===== config.mk =====
export PLATFORM = sky130hd
export DESIGN_NAME = sdf_decim_top
export DESIGN_NICKNAME = d
export VERILOG_FILES = /design/src/common/sdf_pkg.sv /design/src/core/sdf_mem.sv /design/src/core/sdf_fifo.sv /design/src/core/sdf_decim_top.sv
export SDC_FILE = /design/constraint.sdc
export NUM_CORES = 2
export LEC_CHECK = 0
export BUFFER_PORTS_ARGS = -buffer_cell sky130_fd_sc_hd__buf_2
export CAP_MARGIN = 20
export CORE_ASPECT_RATIO = 0.5
export CORE_MARGIN = 8
export CORE_UTILIZATION = 45
export DETAILED_ROUTE_END_ITERATION = 10
export PLACE_DENSITY = 0.64
export SYNTH_ARGS = -nofsm -noshare
export SYNTH_HDL_FRONTEND = slang
export SYNTH_SLANG_ARGS = --single-unit

===== constraint.sdc =====
create_clock -name core_clk -period 24.1 [get_ports core_clk]
set_clock_uncertainty 0.2 [all_clocks]
set_input_delay 1.205 -clock core_clk [delete_from_list [all_inputs] [get_ports core_clk]]
set_output_delay 1.205 -clock core_clk [all_outputs]
set_load 0.01 [all_outputs]

===== src/common/sdf_pkg.sv =====
// Purpose: shared constants for the three-channel sinc decimation filter
// Assumes: core_clk is the master clock; the modulator runs at half its rate
// Notes:   all widths sized for the largest ratio of 16384
//
// How it works
// after reset every channel starts on the fast first-order sinc path
// after two conversions a channel moves to sinc3 until the next reset
// ratios 64 to 1024 send the sinc3 result straight to the output
// ratios 2048 and up run sinc3 at 1024, then sinc1 by 2 to 16
// the sinc responses place nulls at each multiple of the output rate
// response repeats at the modulator rate; rates scale with that rate
// enable, mux/gain change or resync restart a channel's settling
// results keep flowing while settling; nothing is gated or marked
// the host discards results read before the settling time expires
// the first data-ready fall after settling carries a settled sample
// direct sinc3 settling is 728, 856, 1112, 1624, 2648 master clocks
// cascade settling is 4696, 8792, 16984, 33368 master clocks
// a three-bit rate field picks the ratio; a turbo bit selects 64
// modulator rate is half the master clock; output rate is that over ratio
// each channel owns its path state and settling counter
package sdf_pkg;

   // channel count and output word
   localparam int SDF_NCH   = 3;
   localparam int SDF_DW    = 24;
   localparam int SDF_CHW   = 2;

   // datapath widths: sinc3 at 1024 needs 3*10+1, sinc1 by 16 adds 4
   localparam int SDF_CICW  = 31;
   localparam int SDF_POSTW = 35;
   localparam int SDF_FASTW = 15;
   localparam int SDF_PHW   = 14;
   localparam int SDF_SETW  = 16;
   localparam int SDF_SHW   = 6;

   // log2 of the ratio: turbo gives 64, the rate field adds to 128
   localparam logic [3:0] SDF_L_TURBO = 4'h6;
   localparam logic [3:0] SDF_L_BASE  = 4'h7;
   localparam logic [3:0] SDF_L_S3MAX = 4'hA;

   // normalised value sits with full scale at this bit
   localparam int SDF_TOP = 34;

   // path switch after this many fast-path conversions
   localparam logic [1:0] SDF_FAST_CONV = 2'h2;

   // output buffer depth
   localparam int SDF_FIFO_DEPTH = 32;

   // settling times in master-clock periods; core_clk is the master clock
   localparam int SDF_CORE_PER_TCLKIN = 1;
   localparam int SDF_SETTLE_64_T   = 728;
   localparam int SDF_SETTLE_128_T  = 856;
   localparam int SDF_SETTLE_256_T  = 1112;
   localparam int SDF_SETTLE_512_T  = 1624;
   localparam int SDF_SETTLE_1024_T = 2648;
   localparam int SDF_SETTLE_X2_T   = 4696;
   localparam int SDF_SETTLE_X4_T   = 8792;
   localparam int SDF_SETTLE_X8_T   = 16984;
   localparam int SDF_SETTLE_X16_T  = 33368;
   localparam int SDF_SETTLE_64   = SDF_SETTLE_64_T * SDF_CORE_PER_TCLKIN;
   localparam int SDF_SETTLE_128  = SDF_SETTLE_128_T * SDF_CORE_PER_TCLKIN;
   localparam int SDF_SETTLE_256  = SDF_SETTLE_256_T * SDF_CORE_PER_TCLKIN;
   localparam int SDF_SETTLE_512  = SDF_SETTLE_512_T * SDF_CORE_PER_TCLKIN;
   localparam int SDF_SETTLE_1024 = SDF_SETTLE_1024_T * SDF_CORE_PER_TCLKIN;

endpackage


===== src/core/sdf_mem.sv =====
// Purpose: small word store for the output buffer, registered read data
// Assumes: one write and one read port, same clock
// Notes:   a write to the address being read is forwarded to the read data
`timescale 1ns/1ps
module sdf_mem #(
   parameter int WIDTH = 26,
   parameter int DEPTH = 32,
   parameter int AW    = 5
) (
   // clock
   input  wire logic             core_clk,
   // write side
   input  wire logic             we,
   input  wire logic [AW-1:0]    waddr,
   input  wire logic [WIDTH-1:0] wdata,
   // read side
   input  wire logic [AW-1:0]    raddr,
   output logic      [WIDTH-1:0] rdata
);

   typedef struct packed {
      logic [DEPTH-1:0][WIDTH-1:0] cells;
      logic [WIDTH-1:0]            rd;
   } sdf_mem_type;

   sdf_mem_type st;
   sdf_mem_type next_st;

   // write, then read with forwarding so a fresh word is never stale
   always_comb begin
      next_st = st;
      if (we) begin
         next_st.cells[waddr] = wdata;
      end
      next_st.rd = (we && (waddr == raddr)) ? wdata : st.cells[raddr];
   end

   // no reset on the array: contents are don't-care until written
   always_ff @(posedge core_clk) begin
      st <= next_st;
   end

   assign rdata = st.rd;

endmodule


===== src/core/sdf_fifo.sv =====
// Purpose: first-word-fall-through buffer between filters and reader
// Assumes: reader may stall; producer waits on in_ready
// Notes:   head word comes from the memory's read register
`timescale 1ns/1ps
module sdf_fifo #(
   parameter int WIDTH = 26,
   parameter int DEPTH = 32
) (
   // clock and reset
   input  wire logic             core_clk,
   input  wire logic             sys_rst,
   // fill side
   input  wire logic             in_valid,
   output logic                  in_ready,
   input  wire logic [WIDTH-1:0] in_data,
   // drain side
   output logic                  out_valid,
   input  wire logic             out_ready,
   output logic      [WIDTH-1:0] out_data
);

   localparam int AW = $clog2(DEPTH);

   typedef struct packed {
      logic [AW-1:0] wr;
      logic [AW-1:0] rd;
      logic [AW:0]   count;
   } sdf_fifo_type;

   sdf_fifo_type  st;
   sdf_fifo_type  next_st;
   logic          push;
   logic          pop;
   logic [AW-1:0] rd_addr;

   // honest flags straight from the occupancy count
   assign in_ready  = (st.count != (AW+1)'(DEPTH));
   assign out_valid = (st.count != '0);
   assign push      = in_valid && in_ready;
   assign pop       = out_valid && out_ready;
   assign rd_addr   = next_st.rd;

   // pointer and count update
   always_comb begin
      next_st = st;
      if (push) begin
         next_st.wr = (st.wr == AW'(DEPTH - 1)) ? '0 : st.wr + 1'b1;
      end
      if (pop) begin
         next_st.rd = (st.rd == AW'(DEPTH - 1)) ? '0 : st.rd + 1'b1;
      end
      case ({push, pop})
         2'b10:   next_st.count = st.count + 1'b1;
         2'b01:   next_st.count = st.count - 1'b1;
         default: next_st.count = st.count;
      endcase
   end

   always_ff @(posedge core_clk) begin
      if (sys_rst) begin
         st <= '0;
      end else begin
         st <= next_st;
      end
   end

   // storage; read address looks one step ahead so the head is ready
   sdf_mem #(
      .WIDTH (WIDTH),
      .DEPTH (DEPTH),
      .AW    (AW)
   ) u_mem (
      .core_clk (core_clk),
      .we       (push),
      .waddr    (st.wr),
      .wdata    (in_data),
      .raddr    (rd_addr),
      .rdata    (out_data)
   );

endmodule


===== src/core/sdf_decim_top.sv =====
// Purpose: three-channel sinc decimation filter with fast-settling start
// Assumes: mod_bit comes from modulator logic on core_clk, no crossing needed
// Notes:   results are unsigned ones-density words, full scale = 0x800000
`timescale 1ns/1ps
module sdf_decim_top
   import sdf_pkg::*;
#(
   parameter int SETTLE_X2  = SDF_SETTLE_X2_T * SDF_CORE_PER_TCLKIN,
   parameter int SETTLE_X4  = SDF_SETTLE_X4_T * SDF_CORE_PER_TCLKIN,
   parameter int SETTLE_X8  = SDF_SETTLE_X8_T * SDF_CORE_PER_TCLKIN,
   parameter int SETTLE_X16 = SDF_SETTLE_X16_T * SDF_CORE_PER_TCLKIN,
   parameter int FIFO_DEPTH = SDF_FIFO_DEPTH
) (
   // clock and reset
   input  wire logic               core_clk,
   input  wire logic               sys_rst,
   // modulator bitstreams, one per channel
   input  wire logic [SDF_NCH-1:0] mod_bit,
   // rate configuration
   input  wire logic [2:0]         rate_select_field,
   input  wire logic               turbo_rate_enable,
   // channel control
   input  wire logic [SDF_NCH-1:0] ch_enable,
   input  wire logic [SDF_NCH-1:0] ch_setting_change,
   input  wire logic               resync,
   // result stream
   output logic                    out_valid,
   input  wire logic               out_ready,
   output logic      [SDF_DW-1:0]  out_data,
   output logic      [SDF_CHW-1:0] out_chan,
   output logic                    data_ready_n,
   // settling timers, informational only
   output logic      [SDF_NCH-1:0] settle_done
);

   // filter arithmetic, cleared as a whole on restart
   typedef struct packed {
      logic [SDF_CICW-1:0]  int1;
      logic [SDF_CICW-1:0]  int2;
      logic [SDF_CICW-1:0]  int3;
      logic [SDF_CICW-1:0]  dly1;
      logic [SDF_CICW-1:0]  dly2;
      logic [SDF_CICW-1:0]  dly3;
      logic [SDF_POSTW-1:0] post;
      logic [SDF_FASTW-1:0] fast;
      logic [SDF_PHW-1:0]   phase;
   } sdf_filt_type;

   // per-channel state; convs survives restarts, only reset clears it
   typedef struct packed {
      sdf_filt_type      filt;
      logic [1:0]        convs;
      logic [SDF_SETW-1:0] settle;
      logic              on;
      logic              pend;
      logic [SDF_DW-1:0] result;
   } sdf_chan_type;

   typedef struct packed {
      sdf_chan_type [SDF_NCH-1:0] ch;
      logic                       mod_phase;
      logic [3:0]                 lsel;
   } sdf_state_type;

   sdf_state_type             st;
   sdf_state_type             next_st;
   logic                      fifo_ready;
   logic                      push;
   logic [SDF_CHW-1:0]        push_ch;
   logic [SDF_DW-1:0]         push_word;
   logic [SDF_DW+SDF_CHW-1:0] fifo_out;

   // log2 of the overall ratio from the rate field and turbo bit
   function automatic logic [3:0] f_total_l(input logic [2:0] rate, input logic turbo);
      f_total_l = turbo ? SDF_L_TURBO : SDF_L_BASE + {1'b0, rate};
   endfunction

   // low-bit mask used to find the last modulator sample of a block
   function automatic logic [SDF_PHW-1:0] f_mask(input logic [3:0] l);
      logic [SDF_PHW:0] one;
      one = (SDF_PHW+1)'(1) << l;
      f_mask = SDF_PHW'(one - 1'b1);
   endfunction

   // settling count for a ratio
   function automatic logic [SDF_SETW-1:0] f_settle(input logic [3:0] l);
      case (l)
         4'h6:    f_settle = SDF_SETW'(SDF_SETTLE_64);
         4'h7:    f_settle = SDF_SETW'(SDF_SETTLE_128);
         4'h8:    f_settle = SDF_SETW'(SDF_SETTLE_256);
         4'h9:    f_settle = SDF_SETW'(SDF_SETTLE_512);
         4'hA:    f_settle = SDF_SETW'(SDF_SETTLE_1024);
         4'hB:    f_settle = SDF_SETW'(SETTLE_X2);
         4'hC:    f_settle = SDF_SETW'(SETTLE_X4);
         4'hD:    f_settle = SDF_SETW'(SETTLE_X8);
         default: f_settle = SDF_SETW'(SETTLE_X16);
      endcase
   endfunction

   // scale a raw sum whose full scale is 2^bits up to the output word
   function automatic logic [SDF_DW-1:0] f_norm(input logic [SDF_POSTW-1:0] v,
                                               input logic [SDF_SHW-1:0] bits);
      logic [SDF_POSTW-1:0] t;
      t = v << (SDF_SHW'(SDF_TOP) - bits);
      f_norm = t[SDF_TOP -: SDF_DW];
   endfunction

   // main filter and control update
   always_comb begin
      logic [3:0]          l_new;
      logic [3:0]          k3;
      logic [SDF_SHW-1:0]  s3_bits;
      logic [SDF_PHW-1:0]  m3;
      logic [SDF_PHW-1:0]  ml;
      logic                cfg_change;
      logic                tick;
      logic                restart;
      logic                found;
      logic [SDF_CICW-1:0] cmb1;
      logic [SDF_CICW-1:0] cmb2;
      logic [SDF_CICW-1:0] cmb3;
      sdf_chan_type        c;
      next_st    = st;
      restart    = 1'b0;
      c          = '0;
      l_new      = f_total_l(rate_select_field, turbo_rate_enable);
      cfg_change = (l_new != st.lsel);
      // ratio from rate field and turbo
      next_st.lsel = l_new;
      // sinc3 capped at 1024, sinc1 takes the rest
      k3      = (st.lsel > SDF_L_S3MAX) ? SDF_L_S3MAX : st.lsel;
      s3_bits = SDF_SHW'(k3) * SDF_SHW'(3) + SDF_SHW'(st.lsel - k3);
      m3      = f_mask(k3);
      ml      = f_mask(st.lsel);
      // modulator sample every second master clock
      tick              = st.mod_phase;
      next_st.mod_phase = ~st.mod_phase;
      // one word per cycle into the buffer, lowest channel first
      found     = 1'b0;
      push_ch   = '0;
      push_word = '0;
      for (int i = 0; i < SDF_NCH; i++) begin
         if (st.ch[i].pend && !found) begin
            found     = 1'b1;
            push_ch   = SDF_CHW'(i);
            push_word = st.ch[i].result;
         end
      end
      push = found;
      cmb1 = '0;
      cmb2 = '0;
      cmb3 = '0;
      // every channel runs on its own copy of the state
      for (int i = 0; i < SDF_NCH; i++) begin
         c = st.ch[i];
         // restart events
         restart = ch_setting_change[i] || resync || cfg_change
                   || (ch_enable[i] && !c.on);
         c.on = ch_enable[i];
         // buffer stall keeps the word pending; a new one would overwrite it
         if (push && fifo_ready && (push_ch == SDF_CHW'(i))) begin
            c.pend = 1'b0;
         end
         if (c.settle != '0) begin
            c.settle = c.settle - 1'b1;
         end
         if (!ch_enable[i] || restart) begin
            c.filt = '0;
            // direct sinc3 settling
            // cascade settling
            if (restart) begin
               c.settle = f_settle(l_new);
            end
         end else if (tick) begin
            // integrators advance at the modulator rate
            c.filt.int1 = c.filt.int1 + SDF_CICW'(mod_bit[i]);
            c.filt.int2 = c.filt.int2 + c.filt.int1;
            c.filt.int3 = c.filt.int3 + c.filt.int2;
            c.filt.fast = c.filt.fast + SDF_FASTW'(mod_bit[i]);
            // comb stage at the sinc3 decimation point
            if ((c.filt.phase & m3) == m3) begin
               cmb1 = c.filt.int3 - c.filt.dly1;
               c.filt.dly1 = c.filt.int3;
               cmb2 = cmb1 - c.filt.dly2;
               c.filt.dly2 = cmb1;
               cmb3 = cmb2 - c.filt.dly3;
               c.filt.dly3 = cmb2;
               // sinc1 stage degenerates to one term up to 1024
               c.filt.post = c.filt.post + SDF_POSTW'(cmb3);
            end
            // end of an output period at the full ratio
            if ((c.filt.phase & ml) == ml) begin
               // fast sinc1 result for the first conversions
               if (c.convs < SDF_FAST_CONV) begin
                  c.result = f_norm(SDF_POSTW'(c.filt.fast), SDF_SHW'(st.lsel));
                  c.convs  = c.convs + 1'b1;
               end else begin
                  // sinc3 path from here until reset
                  c.result = f_norm(c.filt.post, s3_bits);
               end
               // every result is released, settled or not
               c.pend      = 1'b1;
               c.filt.post = '0;
               c.filt.fast = '0;
            end
            c.filt.phase = c.filt.phase + 1'b1;
         end
         next_st.ch[i] = c;
      end
   end

   always_ff @(posedge core_clk) begin
      if (sys_rst) begin
         st <= '0;
      end else begin
         st <= next_st;
      end
   end

   // output buffer; its ready stalls the channel arbiter above
   sdf_fifo #(
      .WIDTH (SDF_DW + SDF_CHW),
      .DEPTH (FIFO_DEPTH)
   ) u_fifo (
      .core_clk  (core_clk),
      .sys_rst   (sys_rst),
      .in_valid  (push),
      .in_ready  (fifo_ready),
      .in_data   ({push_ch, push_word}),
      .out_valid (out_valid),
      .out_ready (out_ready),
      .out_data  (fifo_out)
   );

   assign out_data = fifo_out[SDF_DW-1:0];
   assign out_chan = fifo_out[SDF_DW +: SDF_CHW];

   // data-ready falls when a word is shown
   assign data_ready_n = ~out_valid;

   // timers only help the host track settling; data is never held back
   always_comb begin
      for (int i = 0; i < SDF_NCH; i++) begin
         settle_done[i] = st.ch[i].on && (st.ch[i].settle == '0);
      end
   end

endmodule


==> flow_summary.ini <==
[final_layout]
insertedDiodeCount = 0
mostFrequentLayoutCells = nor2_1, dfxtp_1, nand2_1
drive_above_1_share_pct = 8.59
area_delta_synth_final_pct = 8.77
fin_util_pct = 49.3
final_common_cell = nor2_1
stdcell_count = 14200
nets = 11600

[floorplan]
core_area_um2 = 233000
dieWidth_um = 701
die_area_um2 = 251000
top_level_ports = 48
fp.dieH_um = 359
initial_core_util_pct = 45.4
rows = 125

[timing]
slew_violations = 0
final-setup-viol-count = 0
worstMarginPinSlew_ps = 1260
setup_tns_ps = 0
relSlewSlack_pct = 15.5
clock.fmax_mhz = 78.6
finalCriticalPeriod_ps = 12720
rsz0062_at_grt = no
final_hold_viol_count = 0
timing.final.crit_share_pct = 52.8
hold_ws_ps = 250

[cts]
cts.path.max_buffers = 4
post_cts_buffers = 0
htree_levels = 4
cts_hold_buf = 0
cts_tree = built
cts-resized-gates = 0
insertion_delay_ps = 840
clock-sinks = 1761
cts_buffers = 177
cts-root-buf = clkbuf_16
clkTransAtPathRegs_ps = 60

[critical_path]
arrival_ps = 13250
max_stage_delay_ps = 620
crit_fanout = 5
cp-end-kind = flip-flop
crit_top_cell = a21oi_1
critPathSlowestCell = a2111oi_0
criticalPathCategory = in2reg
crit_required_ps = 24630
crit_family = compound AO/OA/AOI/OAI gates
critPathLaunchType = input pin
critical_path_buf_inv_count = 1

[logic_synthesis]
synth_edf_count = 832
syn_area_um2 = 106000
synth_fp_nets = 11900
ys_async_sr_fraction_pct = 0
ys_types = 110
synth.avg_cell_area_um2 = 9.41
synth_warnings = 0
synth-main-ff-cell = dfxtp_1
syn_inst = 11200
yosysSeqAreaShare_pct = 41.3
ys_ff_latch = 1761

[placement]
place_inst = 13900
portBuffers = 47
dp_hpwl_mm = 182
place.gp.congestion = 0.951

[global_routing]
grt_pass1_vias = 77100
grt_max_degree = 186
grt-ovfl-total = 0
grt_pass1_wl_mm = 433
antenna_found_initial = 1
track_usage_pct = 20.9

[outcome]
status = complete, no violations

[drt]
drt-met1-wl_mm = 132
wirelength_mm = 274
firstDrtPassIters = 6
top_layer_used = met4
drc = 0
vias = 82600
vias_per_cell = 5.80
ant_nets = 0
wl_met3_mm = 17.9
wl_met2_mm = 118
routedWlPerCell_um = 19.3
drtIter0Drc = 7354

[min_path]
worstHoldPathType = reg2reg

[flow_run]
maxCapViolCount = 0

[power]
p_leak_nw = 42.6
ir_drop_mv = 0.0615
power.density_nw_per_um2 = 60.4
-- worst min-delay path: cells and delay by family, from the launching register on --
| kind | cells | cell delay [ps] |
|---|---|---|
| flip-flops | 1 | 310 |
| AND/OR/NAND/NOR | 1 | 50 |
| AO/OA/AOI/OAI | 1 | 50 |
-- per-stage QoR --
| step | power, mW | area [um^2] | worst slack (ps) |
|---|---|---|---|
| after floorplan | 3.85 | 106000 | 12170 |
| after CTS | 6.98 | 115000 | 11470 |
| after detailed placement | 4.12 | 109000 | 10640 |
| after global placement | 4.12 | 109000 | 10820 |
| final | 6.94 | 115000 | 11380 |
| after global routing | 7.18 | 115000 | 10190 |
-- registers in the layout (all words and copies together) (netlist names) --
register and flops:
u_fifo.u_mem.rdata 26, st 887, u_fifo.st 16, u_fifo.u_mem.st 832
-- power by group --
part           switching (mW)  leakage [nW]  internal, mW
registers             0.00518          15.5          3.10
logic                   0.661          24.2         0.318
clock network            1.20          2.87          1.65
-- cell usage after synthesis, drive strengths merged (27+ instances only) --
cell type,instances,area share [%]
inv,490,1.7
nand3,294,1.4
nand2b,85,0.50
o21ai,473,2.2
or2,29,0.17
or3,65,0.38
and2,56,0.33
clkbuf,449,1.6
a21oi,814,3.9
o21a,97,0.69
xnor2,483,4.0
nand4,73,0.43
nand2,918,3.3
mux4,246,5.2
ha,604,7.2
o21bai,69,0.49
mux2,34,0.36
xor2,312,2.6
a311oi,50,0.42
nor2,1550,5.5
nor4,41,0.26
a221oi,28,0.24
a22o,27,0.22
nor3,253,1.2
a21o,206,1.5
mux2i,320,3.0
dfxtp,929,18
buf,164,0.78
nor2b,86,0.51
and3,135,0.80
edfxtp,832,24
a22oi,324,2.3
o211ai,54,0.38
o31ai,42,0.33
a21boi,34,0.25
a31oi,116,0.70
o22ai,28,0.17
a211oi,94,0.67
-- worst paths after layout --
path | startpoint | endpoint | slack [ps] | cells after the start
hold / removal | st[709] | st[709] | 250 | 2
setup / recovery | mod_bit[0] | st[27] | 11380 | 57
setup reg to reg | st[268] | st[27] | 11700 | 56
hold reg to reg | st[709] | st[709] | 250 | 2
-- layout make-up --
type,count,area [um^2]
Multi-Input combinational cell,8365,58200
Clock inverter,62,747
Tap cell,3111,3890
Clock buffer,248,5110
Fill cell,21400,118000
Timing Repair Buffer,207,1540
Sequential cell,1761,43600
Inverter,492,1850
-- per-layer routing --
metal / vias to the layer above / GRT usage (%)
li1: 40200 / -
met1: 39500 / 30.6
met2: 2501 / 32.6
met3: 434 / 2.83
met4: 0 / 5.30
met5: - / 0
-- kinds of logic (layout without fill, tap and decap cells) --
family,count (synthesis),after routing,share of synthesized area (%)
and+or+nand+nor,3669,3669,15.5
xor gates and xnor gates,795,795,6.60
buffers and inverters,1105,1009,4.12
AOI/OAI and AO/OA,2672,2672,16.3
muxes,600,600,8.64
adders and majority gates,627,627,7.59
DFF,1761,1761,41.3
other,2,2,0.00711
Power figures use the tool's default switching activity.
